$ cat src/include/frb_pkg.sv
package frb_pkg;
	// ----------------------------------------------------------------
	// timing
	// ----------------------------------------------------------------
	localparam int CLK_HZ = 10000000;
	localparam int BTN_MS = 30;
	localparam int BTN_CYC = (CLK_HZ / 1000) * BTN_MS;
	// wait times in tenths of a second, range 0.0 to 10.0 s
	localparam int WAIT_W = 7;
	localparam int WAIT_MAX = 100;
	localparam int TENTH_CYC = CLK_HZ / 10;
	localparam logic [6:0] WAIT0_DEF = 7'h1e; // 3.0 s
	localparam logic [6:0] WAIT1_DEF = 7'h02; // 0.2 s
	localparam logic [6:0] WAIT2_DEF = 7'h01; // 0.1 s
	localparam logic [6:0] WAIT3_DEF = 7'h1e; // 3.0 s
	localparam logic [6:0] WAIT4_DEF = 7'h1e; // 3.0 s
	// ----------------------------------------------------------------
	// registers (wishbone, word aligned byte addresses)
	// ----------------------------------------------------------------
	localparam logic [7:0] REG_CTRL = 8'h00;
	localparam logic [7:0] REG_WAIT01 = 8'h04;
	localparam logic [7:0] REG_WAIT234 = 8'h08;
	localparam logic [7:0] REG_LIMITS = 8'h0c;
	localparam logic [7:0] REG_STATUS = 8'h10;
	localparam logic [3:0] SPEED_SRC_EMF = 4'h3;
	localparam logic [15:0] IFMIN_DEF = 16'h0100;
	localparam logic [15:0] FACTOR_DEF = 16'h00e6; // factor, 8.8 fixed point
	localparam logic [15:0] NMIN_DEF = 16'h0040;
	localparam int FACT_FRAC = 8;
	// ----------------------------------------------------------------
	// sequencer states
	// ----------------------------------------------------------------
	typedef enum logic [3:0] {
		ST_IDLE, ST_ARM_ZERO, ST_FIELD_LOW, ST_WAIT_OPEN, ST_WAIT_CLOSE,
		ST_WAIT_FIRE, ST_FIELD_RISE, ST_WAIT_ARM, ST_DECEL, ST_BRK_ZERO,
		ST_LOCKED, ST_DONE
	} frb_state_t;
endpackage

$ cat src/hdl/frb_timer.sv
`timescale 1ns/10ps
// tenth-second countdown timer; done pulses once the loaded wait has run out
module frb_timer #(
	parameter int TICK_CYC = frb_pkg::TENTH_CYC
) (
	input wire logic clk_i,
	input wire logic rst_i,
	input wire logic load_i,
	input wire logic [frb_pkg::WAIT_W-1:0] tenths_i,
	output logic done_o
);
	logic [31:0] tick;
	logic [frb_pkg::WAIT_W-1:0] left;
	logic run;
	wire tick_end = (tick == 32'(TICK_CYC - 1));

	// ----------------------------------------------------------------
	// counting
	// ----------------------------------------------------------------
	// zero wait pulses done two cycles after the load cycle
	always_ff @(posedge clk_i) begin
		if (rst_i || load_i) begin
			tick <= '0;
			left <= rst_i ? '0 : tenths_i;
			run <= !rst_i;
			done_o <= 1'b0;
		end else if (run) begin
			done_o <= 1'b0;
			if (left == '0) begin
				run <= 1'b0;
				done_o <= 1'b1;
			end else if (tick_end) begin
				tick <= '0;
				left <= left - {{(frb_pkg::WAIT_W-1){1'b0}}, 1'b1};
			end else begin
				tick <= tick + 32'h1;
			end
		end else begin
			done_o <= 1'b0;
		end
	end
endmodule // frb_timer

$ cat src/hdl/frb_sequencer.sv
`timescale 1ns/10ps
module frb_sequencer #(
	parameter int BTN_CYC = frb_pkg::BTN_CYC,
	parameter int TICK_CYC = frb_pkg::TENTH_CYC
) (
	input wire logic clk_i,
	input wire logic rst_i,
	// wishbone classic slave
	input wire logic wb_cyc_i,
	input wire logic wb_stb_i,
	input wire logic wb_we_i,
	input wire logic [7:0] wb_adr_i,
	input wire logic [3:0] wb_sel_i,
	input wire logic [31:0] wb_dat_i,
	output logic [31:0] wb_dat_o,
	output logic wb_ack_o,
	// drive pins (asynchronous)
	input wire logic brake_request_i,
	input wire logic direction_select_i,
	input wire logic line_closed_i,
	input wire logic arm_current_zero_i,
	input wire logic stop_cmd_i,
	input wire logic switch_on_i,
	// measurements from the same clock
	input wire logic signed [15:0] speed_raw_i,
	input wire logic [15:0] field_current_actual_i,
	input wire logic [15:0] field_current_setpoint_i,
	// outputs
	output logic [1:0] field_contactor_outputs_o,
	output logic arm_pulse_enable_o,
	output logic field_pulse_enable_o,
	output logic zero_setpoint_o,
	output logic speed_invert_o,
	output logic signed [15:0] speed_actual_o,
	output logic locked_o
);
	// ----------------------------------------------------------------
	// pin synchronisers
	// ----------------------------------------------------------------
	localparam int NSYNC = 6;
	logic [NSYNC-1:0] sync_a;
	logic [NSYNC-1:0] sync_b;
	wire [NSYNC-1:0] pins = {switch_on_i, stop_cmd_i, arm_current_zero_i,
		line_closed_i, direction_select_i, brake_request_i};
	// two flops per pin, only sync_b is read by logic
	always_ff @(posedge clk_i) begin
		sync_a <= rst_i ? '0 : pins;
		sync_b <= rst_i ? '0 : sync_a;
	end
	wire req_s = sync_b[0];
	wire dir_s = sync_b[1];
	wire line_s = sync_b[2];
	wire izero_s = sync_b[3];
	wire stop_s = sync_b[4];
	wire swon_s = sync_b[5];

	// ----------------------------------------------------------------
	// registers
	// ----------------------------------------------------------------
	logic enable;
	logic [3:0] speed_value_source;
	logic [6:0] wt0, wt1, wt2, wt3, wt4;
	logic [15:0] field_current_minimum;
	logic [15:0] field_current_ready_factor;
	logic [15:0] minimum_speed_threshold;
	frb_pkg::frb_state_t state, next_state;
	logic field_neg;
	logic ret_mode;
	logic stop_seen;

	wire wb_req = wb_cyc_i && wb_stb_i && !wb_ack_o;
	wire wr = wb_req && wb_we_i && (wb_sel_i == 4'hf);
	wire sel_ctrl = (wb_adr_i == frb_pkg::REG_CTRL);
	wire sel_w01 = (wb_adr_i == frb_pkg::REG_WAIT01);
	wire sel_w234 = (wb_adr_i == frb_pkg::REG_WAIT234);
	wire sel_lim = (wb_adr_i == frb_pkg::REG_LIMITS);
	wire sel_stat = (wb_adr_i == frb_pkg::REG_STATUS);
	wire [31:0] rd_data = sel_ctrl ? {11'h000, minimum_speed_threshold, speed_value_source,
			enable} :
		sel_w01 ? {18'h00000, wt1, wt0} :
		sel_w234 ? {11'h000, wt4, wt3, wt2} :
		sel_lim ? {field_current_ready_factor, field_current_minimum} :
		sel_stat ? {25'h0000000, ret_mode, field_neg, locked_o, state} : 32'h0;

	// single-cycle ack; unmapped reads give zero, writes only with all lanes
	always_ff @(posedge clk_i) begin
		wb_ack_o <= !rst_i && wb_req;
		wb_dat_o <= rst_i ? 32'h0 : rd_data;
	end

	// software-written settings
	always_ff @(posedge clk_i) begin
		if (rst_i) begin
			enable <= 1'b1;
			speed_value_source <= '0;
			minimum_speed_threshold <= frb_pkg::NMIN_DEF;
			wt0 <= frb_pkg::WAIT0_DEF;
			wt1 <= frb_pkg::WAIT1_DEF;
			wt2 <= frb_pkg::WAIT2_DEF;
			wt3 <= frb_pkg::WAIT3_DEF;
			wt4 <= frb_pkg::WAIT4_DEF;
			field_current_minimum <= frb_pkg::IFMIN_DEF;
			field_current_ready_factor <= frb_pkg::FACTOR_DEF;
		end else if (wr) begin
			if (sel_ctrl) begin
				enable <= wb_dat_i[0];
				speed_value_source <= wb_dat_i[4:1];
				minimum_speed_threshold <= wb_dat_i[20:5];
			end
			if (sel_w01) begin
				wt0 <= clip(wb_dat_i[6:0]);
				wt1 <= clip(wb_dat_i[13:7]);
			end
			if (sel_w234) begin
				wt2 <= clip(wb_dat_i[6:0]);
				wt3 <= clip(wb_dat_i[13:7]);
				wt4 <= clip(wb_dat_i[20:14]);
			end
			if (sel_lim) begin
				field_current_minimum <= wb_dat_i[15:0];
				field_current_ready_factor <= wb_dat_i[31:16];
			end
		end
	end

	// wait values above 10.0 s saturate
	function automatic logic [6:0] clip(input logic [6:0] v);
		clip = (v > 7'(frb_pkg::WAIT_MAX)) ? 7'(frb_pkg::WAIT_MAX) : v;
	endfunction

	// ----------------------------------------------------------------
	// button qualification
	// ----------------------------------------------------------------
	logic [31:0] btn_cnt;
	wire btn_held = (btn_cnt >= 32'(BTN_CYC));
	// count held-high cycles, line contactor closed throughout
	always_ff @(posedge clk_i) begin
		if (rst_i || !req_s || !line_s) begin
			btn_cnt <= '0;
		end else if (!btn_held) begin
			btn_cnt <= btn_cnt + 32'h1;
		end
	end

	// ----------------------------------------------------------------
	// speed and field arithmetic
	// ----------------------------------------------------------------
	wire invert_ok = (speed_value_source != frb_pkg::SPEED_SRC_EMF);
	wire signed [15:0] speed_int = speed_invert_o ? -speed_raw_i : speed_raw_i;
	wire braking = speed_int[15];
	wire [15:0] speed_mag = braking ? 16'(-speed_int) : speed_int;
	wire below_nmin = (speed_mag < minimum_speed_threshold);
	wire [31:0] field_ready_lvl = (32'(field_current_setpoint_i) *
		32'(field_current_ready_factor)) >> frb_pkg::FACT_FRAC;
	wire field_low = (field_current_actual_i < field_current_minimum);
	wire field_ready = (32'(field_current_actual_i) > field_ready_lvl);
	wire dir_differs = (dir_s != field_neg);

	// ----------------------------------------------------------------
	// timer
	// ----------------------------------------------------------------
	logic tmr_load;
	logic [6:0] tmr_val;
	logic tmr_done;
	frb_timer #(.TICK_CYC(TICK_CYC)) u_timer (
		.clk_i(clk_i),
		.rst_i(rst_i),
		.load_i(tmr_load),
		.tenths_i(tmr_val),
		.done_o(tmr_done)
	);

	// ----------------------------------------------------------------
	// sequencer
	// ----------------------------------------------------------------
	// next state and timer loads
	always_comb begin
		next_state = state;
		tmr_load = 1'b0;
		tmr_val = wt0;
		unique case (state)
			frb_pkg::ST_IDLE: begin
				if (enable && line_s && btn_held && braking) begin
					next_state = frb_pkg::ST_ARM_ZERO;
				end else if (enable && dir_differs) begin
					next_state = frb_pkg::ST_ARM_ZERO;
				end
			end
			frb_pkg::ST_ARM_ZERO: if (izero_s) next_state = frb_pkg::ST_FIELD_LOW;
			frb_pkg::ST_FIELD_LOW: begin
				if (field_low) begin
					next_state = frb_pkg::ST_WAIT_OPEN;
					tmr_load = 1'b1;
					tmr_val = wt0;
				end
			end
			frb_pkg::ST_WAIT_OPEN: begin
				if (tmr_done) begin
					next_state = frb_pkg::ST_WAIT_CLOSE;
					tmr_load = 1'b1;
					tmr_val = wt1;
				end
			end
			frb_pkg::ST_WAIT_CLOSE: begin
				if (tmr_done) begin
					next_state = frb_pkg::ST_WAIT_FIRE;
					tmr_load = 1'b1;
					tmr_val = wt2;
				end
			end
			frb_pkg::ST_WAIT_FIRE: if (tmr_done) next_state = frb_pkg::ST_FIELD_RISE;
			frb_pkg::ST_FIELD_RISE: begin
				if (field_ready) begin
					next_state = frb_pkg::ST_WAIT_ARM;
					tmr_load = 1'b1;
					tmr_val = ret_mode ? wt4 : wt3;
				end
			end
			frb_pkg::ST_WAIT_ARM: begin
				if (tmr_done) begin
					next_state = ret_mode ? frb_pkg::ST_DONE :
						(stop_seen ? frb_pkg::ST_DECEL : frb_pkg::ST_IDLE);
				end
			end
			frb_pkg::ST_DECEL: if (below_nmin) next_state = frb_pkg::ST_BRK_ZERO;
			frb_pkg::ST_BRK_ZERO: if (izero_s) next_state = frb_pkg::ST_LOCKED;
			frb_pkg::ST_LOCKED: begin
				if (!req_s) begin
					next_state = dir_differs ? frb_pkg::ST_ARM_ZERO :
						frb_pkg::ST_DONE;
				end
			end
			frb_pkg::ST_DONE: if (stop_seen && swon_s) next_state = frb_pkg::ST_IDLE;
			default: next_state = frb_pkg::ST_IDLE;
		endcase
	end

	// state, field direction, mode flags; stop_seen doubles as the brake marker
	always_ff @(posedge clk_i) begin
		if (rst_i) begin
			state <= frb_pkg::ST_IDLE;
			field_neg <= 1'b0;
			ret_mode <= 1'b0;
			stop_seen <= 1'b0;
		end else begin
			state <= next_state;
			if (state == frb_pkg::ST_IDLE && next_state == frb_pkg::ST_ARM_ZERO) begin
				stop_seen <= line_s && btn_held && braking; // braking run or not
				ret_mode <= 1'b0;
			end
			if (state == frb_pkg::ST_LOCKED && next_state != frb_pkg::ST_LOCKED) begin
				ret_mode <= 1'b1;
				stop_seen <= 1'b0;
			end
			if (state == frb_pkg::ST_DONE) begin
				stop_seen <= stop_seen || stop_s;
			end
			if (state == frb_pkg::ST_WAIT_CLOSE && tmr_done) begin
				field_neg <= !field_neg;
			end
		end
	end

	// ----------------------------------------------------------------
	// outputs, all registered
	// ----------------------------------------------------------------
	wire open_phase = (state == frb_pkg::ST_WAIT_CLOSE);
	wire hold_arm = (state != frb_pkg::ST_IDLE) && (state != frb_pkg::ST_DECEL);
	wire hold_field = (state == frb_pkg::ST_FIELD_LOW) || (state == frb_pkg::ST_WAIT_OPEN) ||
		open_phase || (state == frb_pkg::ST_WAIT_FIRE);
	wire [1:0] next_contactor = open_phase ? 2'h0 :
		(field_neg ? 2'h2 : 2'h1);
	always_ff @(posedge clk_i) begin
		if (rst_i) begin
			field_contactor_outputs_o <= 2'h0;
			arm_pulse_enable_o <= 1'b0;
			field_pulse_enable_o <= 1'b0;
			zero_setpoint_o <= 1'b0;
			speed_invert_o <= 1'b0;
			speed_actual_o <= '0;
			locked_o <= 1'b0;
		end else begin
			field_contactor_outputs_o <= next_contactor;
			arm_pulse_enable_o <= !hold_arm;
			field_pulse_enable_o <= !hold_field;
			zero_setpoint_o <= (state == frb_pkg::ST_DECEL) ||
				(state == frb_pkg::ST_BRK_ZERO);
			if (state == frb_pkg::ST_WAIT_CLOSE && tmr_done && invert_ok) begin
				speed_invert_o <= !speed_invert_o;
			end
			speed_actual_o <= speed_int;
			locked_o <= (state == frb_pkg::ST_LOCKED) || (state == frb_pkg::ST_DONE);
		end
	end
endmodule // frb_sequencer

$ cat config.mk
export PLATFORM = sky130hd
export DESIGN_NAME = frb_sequencer
export DESIGN_NICKNAME = d
export VERILOG_FILES = /design/src/include/frb_pkg.sv /design/src/hdl/frb_timer.sv /design/src/hdl/frb_sequencer.sv
export SDC_FILE = /design/constraint.sdc
export NUM_CORES = 1
export LEC_CHECK = 0
export BUFFER_PORTS_ARGS = -buffer_cell sky130_fd_sc_hd__buf_4
export CORE_MARGIN = 5
export CORE_UTILIZATION = 60
export CTS_CLUSTER_SIZE = 20
export DETAILED_ROUTE_END_ITERATION = 10
export GPL_TIMING_DRIVEN = 0
export PLACE_DENSITY = 0.88
export SETUP_SLACK_MARGIN = 0.2
export SKIP_CTS_REPAIR_TIMING = 1
export SYNTH_ARGS = -nofsm -noshare
export SYNTH_HDL_FRONTEND = slang
export SYNTH_SLANG_ARGS = --single-unit
$ cat constraint.sdc
create_clock -name clk_i -period 10.29 [get_ports clk_i]
set_input_delay 1.5435 -clock clk_i [delete_from_list [all_inputs] [get_ports clk_i]]
set_output_delay 1.5435 -clock clk_i [all_outputs]
set_load 0.05 [all_outputs]
# == Yosys cells after proc, flatten, opt, wreduce, memory -nomap -nowiden ==
# Index checks and enable logic that the tools add are counted.
# word_totals
out_inout_bits,56
wordCells,173
ff_bits,236
input_bits,103
# op_classes
magnitude_cmp,7
reduce_logical,52
n_bitwise,2
n_mux,52
addsub,5
n_eq_ne,23
n_mul,1
# op_table
operator,n
7-bit 2-to-1 mux,13
"32-bit by 1-bit adder with 32-bit output, second input constant",2
32-bit 2-to-1 mux,2
4-bit 2-to-1 mux,16
21-bit 2-to-1 mux,3
4-bit case mux with 12 select lines,1
"32-bit by 20-bit equality test with 1-bit output, second input constant",1
"32-bit by 19-bit >= comparator with 1-bit output, second input constant",1
16-bit < comparator,2
16-bit by 16-bit multiplier with 32-bit output,1
16-bit 2-to-1 mux,2
16-bit negator,2
16-bit by 24-bit greater-than comparator with 1-bit output,1
"7-bit greater-than comparator, second input constant",3
7-bit case mux with 3 select lines,1
"4-bit equality test, second input constant",5
1-bit logical AND,17
"4-bit by 3-bit equality test with 1-bit output, second input constant",4
"8-bit by 4-bit equality test with 1-bit output, second input constant",2
1-bit 2-to-1 mux,12
2-bit AND reduction,5
1-bit logical OR,9
"4-bit by 1-bit equality test with 1-bit output, second input constant",2
"4-bit by 2-bit equality test with 1-bit output, second input constant",2
other kinds (20),33

# == Longest topological paths before layout ==
# depth
depth_word,12
ltp_mapped,36
ltp_nobuf,33

# == Modules after synthesis ==
# From an unflattened synthesis, not the netlist that was laid out.
# unflattened
hier_cells,2411
area_unflattened_um2,20283.2
# by_module_without_submodules
mod,seq_area_each_um2,instances,area_per_inst_um2,cells_per_inst
frb_sequencer,3903.7,1,18262.5,2175
frb_timer,890.9,1,2020.7,236

# == Least setup slack after synthesis ==
# No wires, ideal clock.
# synth_path
path_kind,input to register
start,in field_current_setpoint_i[7]
end,reg u_timer.left[0] in the netlist's numbering (enable)
setup_time_ns,0.324
path_stages,30
path_buffers,3
t_required_ns,9.966
slack_ns,1.517
t_arrival_ns,8.450
cell_sequence,clkbuf_1 -> nand2_1 -> fa_1 -> fa_1 -> fa_1 -> inv_1 -> ha_1 -> fa_1 -> inv_1 -> fa_1 -> inv_1 -> ha_1 -> a21oi_1 -> o21ai_0 -> nor3_1 -> o21ai_0 -> a21oi_1 -> o21ai_0 -> xnor2_1 -> ha_1 -> nand4_1 -> nor3_1 -> o21ai_0 -> a21oi_1 -> o211a_1 -> nand3_1 -> or3_1 -> buf_2 -> nand3_1 -> buf_2
# synth_via
elab_chain_cells,7
word_cells_on_any_way,9
cone_classes,mul (1); order compare (1); eq/ne (1); mux (2); reduce/logical (4)
# synth_lines
element,line,source
from (decl),frb_sequencer.sv:27,"input wire logic [15:0] field_current_setpoint_i,"
16-bit by 16-bit multiplier with 32-bit output *,frb_sequencer.sv:153,wire [31:0] field_ready_lvl = (32'(field_current_setpoint_i) *
16-bit by 24-bit greater-than comparator with 1-bit output *,frb_sequencer.sv:156,wire field_ready = (32'(field_current_actual_i) > field_ready_lvl);
1-bit 2-to-1 mux *,frb_sequencer.sv:213,if (field_ready) begin
1-bit case mux with 3 select lines *,frb_sequencer.sv:181,unique case (state)
1-bit logical OR *,frb_timer.sv:22,if (rst_i || load_i) begin
2-bit by 1-bit != test with 1-bit output (no source line) or 2-bit nonzero test (tied branches),n/a,
3-bit AND reduction (no source line) *,n/a,
to (signal assigned),frb_timer.sv:24,left <= rst_i ? '0 : tenths_i;
to (signal assigned),frb_timer.sv:34,"left <= left - {{(frb_pkg::WAIT_W-1){1'b0}}, 1'b1};"
to (decl),frb_timer.sv:13,logic [frb_pkg::WAIT_W-1:0] left;
# Mark *: on every way between the ends. The rest lies on a longest branch, timed or not.
# A chain may end at the register's enable or synchronous reset.

# == Worst setup path in the final report ==
# layout_path
start,in field_current_setpoint_i[1]
end,reg u_timer.left[1] in the netlist's numbering (data pin)
# layout_via
elab_chain_cells,6
word_cells_on_any_way,9
cone_classes,mul (1); order compare (1); mux (6); reduce/logical (1)
# layout_lines
element,line
16-bit by 16-bit multiplier with 32-bit output *,frb_sequencer.sv:153
16-bit by 24-bit greater-than comparator with 1-bit output *,frb_sequencer.sv:156
7-bit 2-to-1 mux or 1-bit 2-to-1 mux (tied branches),frb_sequencer.sv:213
7-bit case mux with 3 select lines or 1-bit case mux with 3 select lines (tied branches),frb_sequencer.sv:181
7-bit 2-to-1 mux or 1-bit logical OR (tied branches),"frb_timer.sv:24, frb_timer.sv:22"
7-bit 2-to-1 mux *,frb_timer.sv:22
# Marked as above.

==> metrics.csv <==
metric,value,unit
status,completed,
static leakage,10.0,nW
TNS Setup,0,ps
most frequent cells after synthesis,"nand2_1, inv_1, dfxtp_1",
total grt overflow,0,
largest family of logic cells by synthesized area,adder cells,
NumNets Final,3050,
Die Width,193,um
min-delay worst type,flop to flop,
I/O pin count,159,
DP Area,21800,sq um
Slowest cell on crit path,fa_1,
DP Cell Count,3028,
Mean Syn Cell Area,8.29,sq um
XOR/XNOR Fraction of Synth Area,4.66,%
die span in y,193,um
"Slew Viols, Final",0,
DR WL/cell,19.4,um
CP endpoint kind,flop,
mapped cell area,20100,sq um
Fin. Hold Viols,0,
"most used cell, CP",fa_1,
cell family with most CP delay,adder cells,
Mapped Cells,2426,
First-pass DRT Iterations,7,
power per cell area,156,nW/um^2
sequential cell area,4790,sq um
Worst-Skew Late Latency,560,ps
routed wire length,59.4,mm
Worst-Margin Slew,900,ps
Pwr Total,3.53,mW
via count of the first global-routing pass,18400,
global-route usage over all layers,32.2,%
die area,37300,sq um
"Distinct cells, synth",70,
Clock Skew,20.8,ps
Synthesis Warnings,0,
via density per instance,5.92,
Max Cap Violations,0,
simple-gate area share of the yosys netlist,21.9,%
via count,18200,
crit-path max cell delay,560,ps
smallest hold slack,430,ps
post-synth top area share,22.8,%
Synth Area in Compound Gates,11.2,%
clock sinks,236,
first-pass GRT wire length,95.8,mm
# setup viols final,0,
Mapped Nets,2875,
top-count cell post-synth,nand2_1,
num rows,67,
antenna cells,0,
critical path type,primary input to flop,
Worst slew margin,39.6,%
core area,33300,sq um
synth top area cells,"dfxtp_1, fa_1, ha_1, nand2_1, inv_1",
ratio of cells with drive above 1 in the final layout,9.24,%
crit-path max FO,10,
largest net degree at the start of global routing,17,
post-layout min period,9740,ps
Synth Flop Type,dfxtp_1,
worst endpoint required time,10650,ps
Async SR Flop Fraction,0,%
clock transition at the registers of the reported paths,70,ps
CP bufs+invs,7,
DRC violations left,0,
mux share of post-synthesis cell area,2.01,%
DRT iter0 DRCs,1704,
"Period Utilization, post-route",94.7,%
"Seq/Total Area, Yosys",23.8,%
Post-Synth Adder-Cell Area,28.7,%
Final Non-Filler Cells,3068,
starting density of the core,60.5,%
PortBufs,154,
post-route cell area,22700,sq um
CTS Buf Count,25,
DP Wirelength,48.5,mm
initial antenna violation count,1,
CTS Buffer Depth,3,
fillers,2622,
gpl congestion,0.971,
Final ANT Viol Nets,0,
fmax,0.103,GHz
critical path startpoint category,primary input,
area used by multi-input combinational logic,13800,sq um
CP arrival,10100,ps
RSZ-0062 raised after global routing,no,
cell taking the most area after synthesis,dfxtp_1,
VDD IR max,0.146,mV
"EDFF count, synth",7,
CTS tree,built,
CTS root buf,clkbuf_16,
Area growth syn-to-layout,12.8,%
CTS HTree Levels,1,
"FF+latch count, synth",236,
==> per-stage QoR <==
step	util, %	setup WS (ps)
2_1_floorplan	-	1520
3_3_place_gp	65.6	-5.14
3_5_place_dp	65.6	-71.3
4_1_cts	68.2	427
5_1_grt	68.2	220
6_report	68.2	549
==> area by class of cell <==
type | instances | share of cell area [%]
sequential | 236 | 21.1
buffer | 115 | 1.93
clock buffer | 37 | 3.31
inverter | 289 | 4.78
tap | 448 | 2.47
clock inverter | 9 | 0.518
timing repair buffer | 154 | 5.10
multi-input combinational | 1780 | 60.8
==> power by group <==
group | internal [mW] | switching, mW
combinational | 0.639 | 1.01
clock | 0.559 | 0.391
sequential | 0.930 | 0.00630
total | 2.13 | 1.40
==> flip-flops by register name, summed over array words and instances, names as in the netlist, 7 cells and up <==
| signal | count |
|---|---|
| wb_dat_o | 32 |
| wt1 | 7 |
| btn_cnt | 32 |
| u_timer.left | 7 |
| wt0 | 7 |
| field_current_minimum | 16 |
| field_current_ready_factor | 16 |
| wt4 | 7 |
| wt2 | 7 |
| minimum_speed_threshold | 16 |
| wt3 | 7 |
| speed_actual_o | 16 |
| u_timer.tick | 32 |
==> routing by layer <==
| layer | up-vias | part of all wire (%) | GRT usage [%] | routed length (um) |
|---|---|---|---|---|
| met5 | - | 0.022 | 0 | 13 |
| met4 | 2 | 5.3 | 14.7 | 3150 |
| met3 | 229 | 10 | 6.81 | 6120 |
| met2 | 1017 | 46 | 52.6 | 27500 |
| met1 | 8671 | 38 | 41.4 | 22600 |
| li1 | 8254 | - | - | - |
==> logic make-up (layout without fill, tap and decap cells) <==
kind of cell    after synthesis  after routing
xor+xnor                    107            107
fa+ha+maj                   346            346
buf+inv                     410            604
simple gates                935            935
flops                       236            236
compound gates              355            355
mux                          37             37
==> path summary, 6_finish.rpt <==
check,from,cells past startpoint,end,slack (ps)
max reg2reg,field_current_ready_factor[3]$_SDFFE_PP0P_,29,u_timer.left[1]$_DFFE_PP_,900
min,sync_a[3]$_SDFF_PP0_,1,sync_b[3]$_SDFF_PP0_,430
min reg2reg,sync_a[3]$_SDFF_PP0_,1,sync_b[3]$_SDFF_PP0_,430
max,field_current_setpoint_i[1],30,u_timer.left[1]$_DFFE_PP_,550
==> cells in the final DEF (no fill, tap or decap), types with 8 or more instances in the layout <==
cell type,synthesis,final
nand2_1,397,397
inv_1,288,288
dfxtp_1,229,229
fa_1,193,193
nor2_1,157,157
buf_4,0,154
a21oi_1,153,153
ha_1,153,153
and2_1,150,150
clkbuf_1,112,110
nand3_1,65,65
xor2_1,59,59
o21ai_0,57,57
xnor2_1,48,48
nor2b_1,28,28
mux2_2,27,27
nand4_1,26,26
clkbuf_16,0,25
and3_1,24,24
nor3_1,24,23
a21o_1,19,19
a211oi_1,16,16
nor4_1,15,15
nand2b_1,12,12
o211ai_1,11,11
mux2i_1,10,10
a22oi_1,9,9
nand3b_1,9,9
o21a_1,8,8
a2111oi_0,8,8
a222oi_1,8,8
clkbuf_8,0,8
Note: power is estimated with default switching activity, not from simulation.
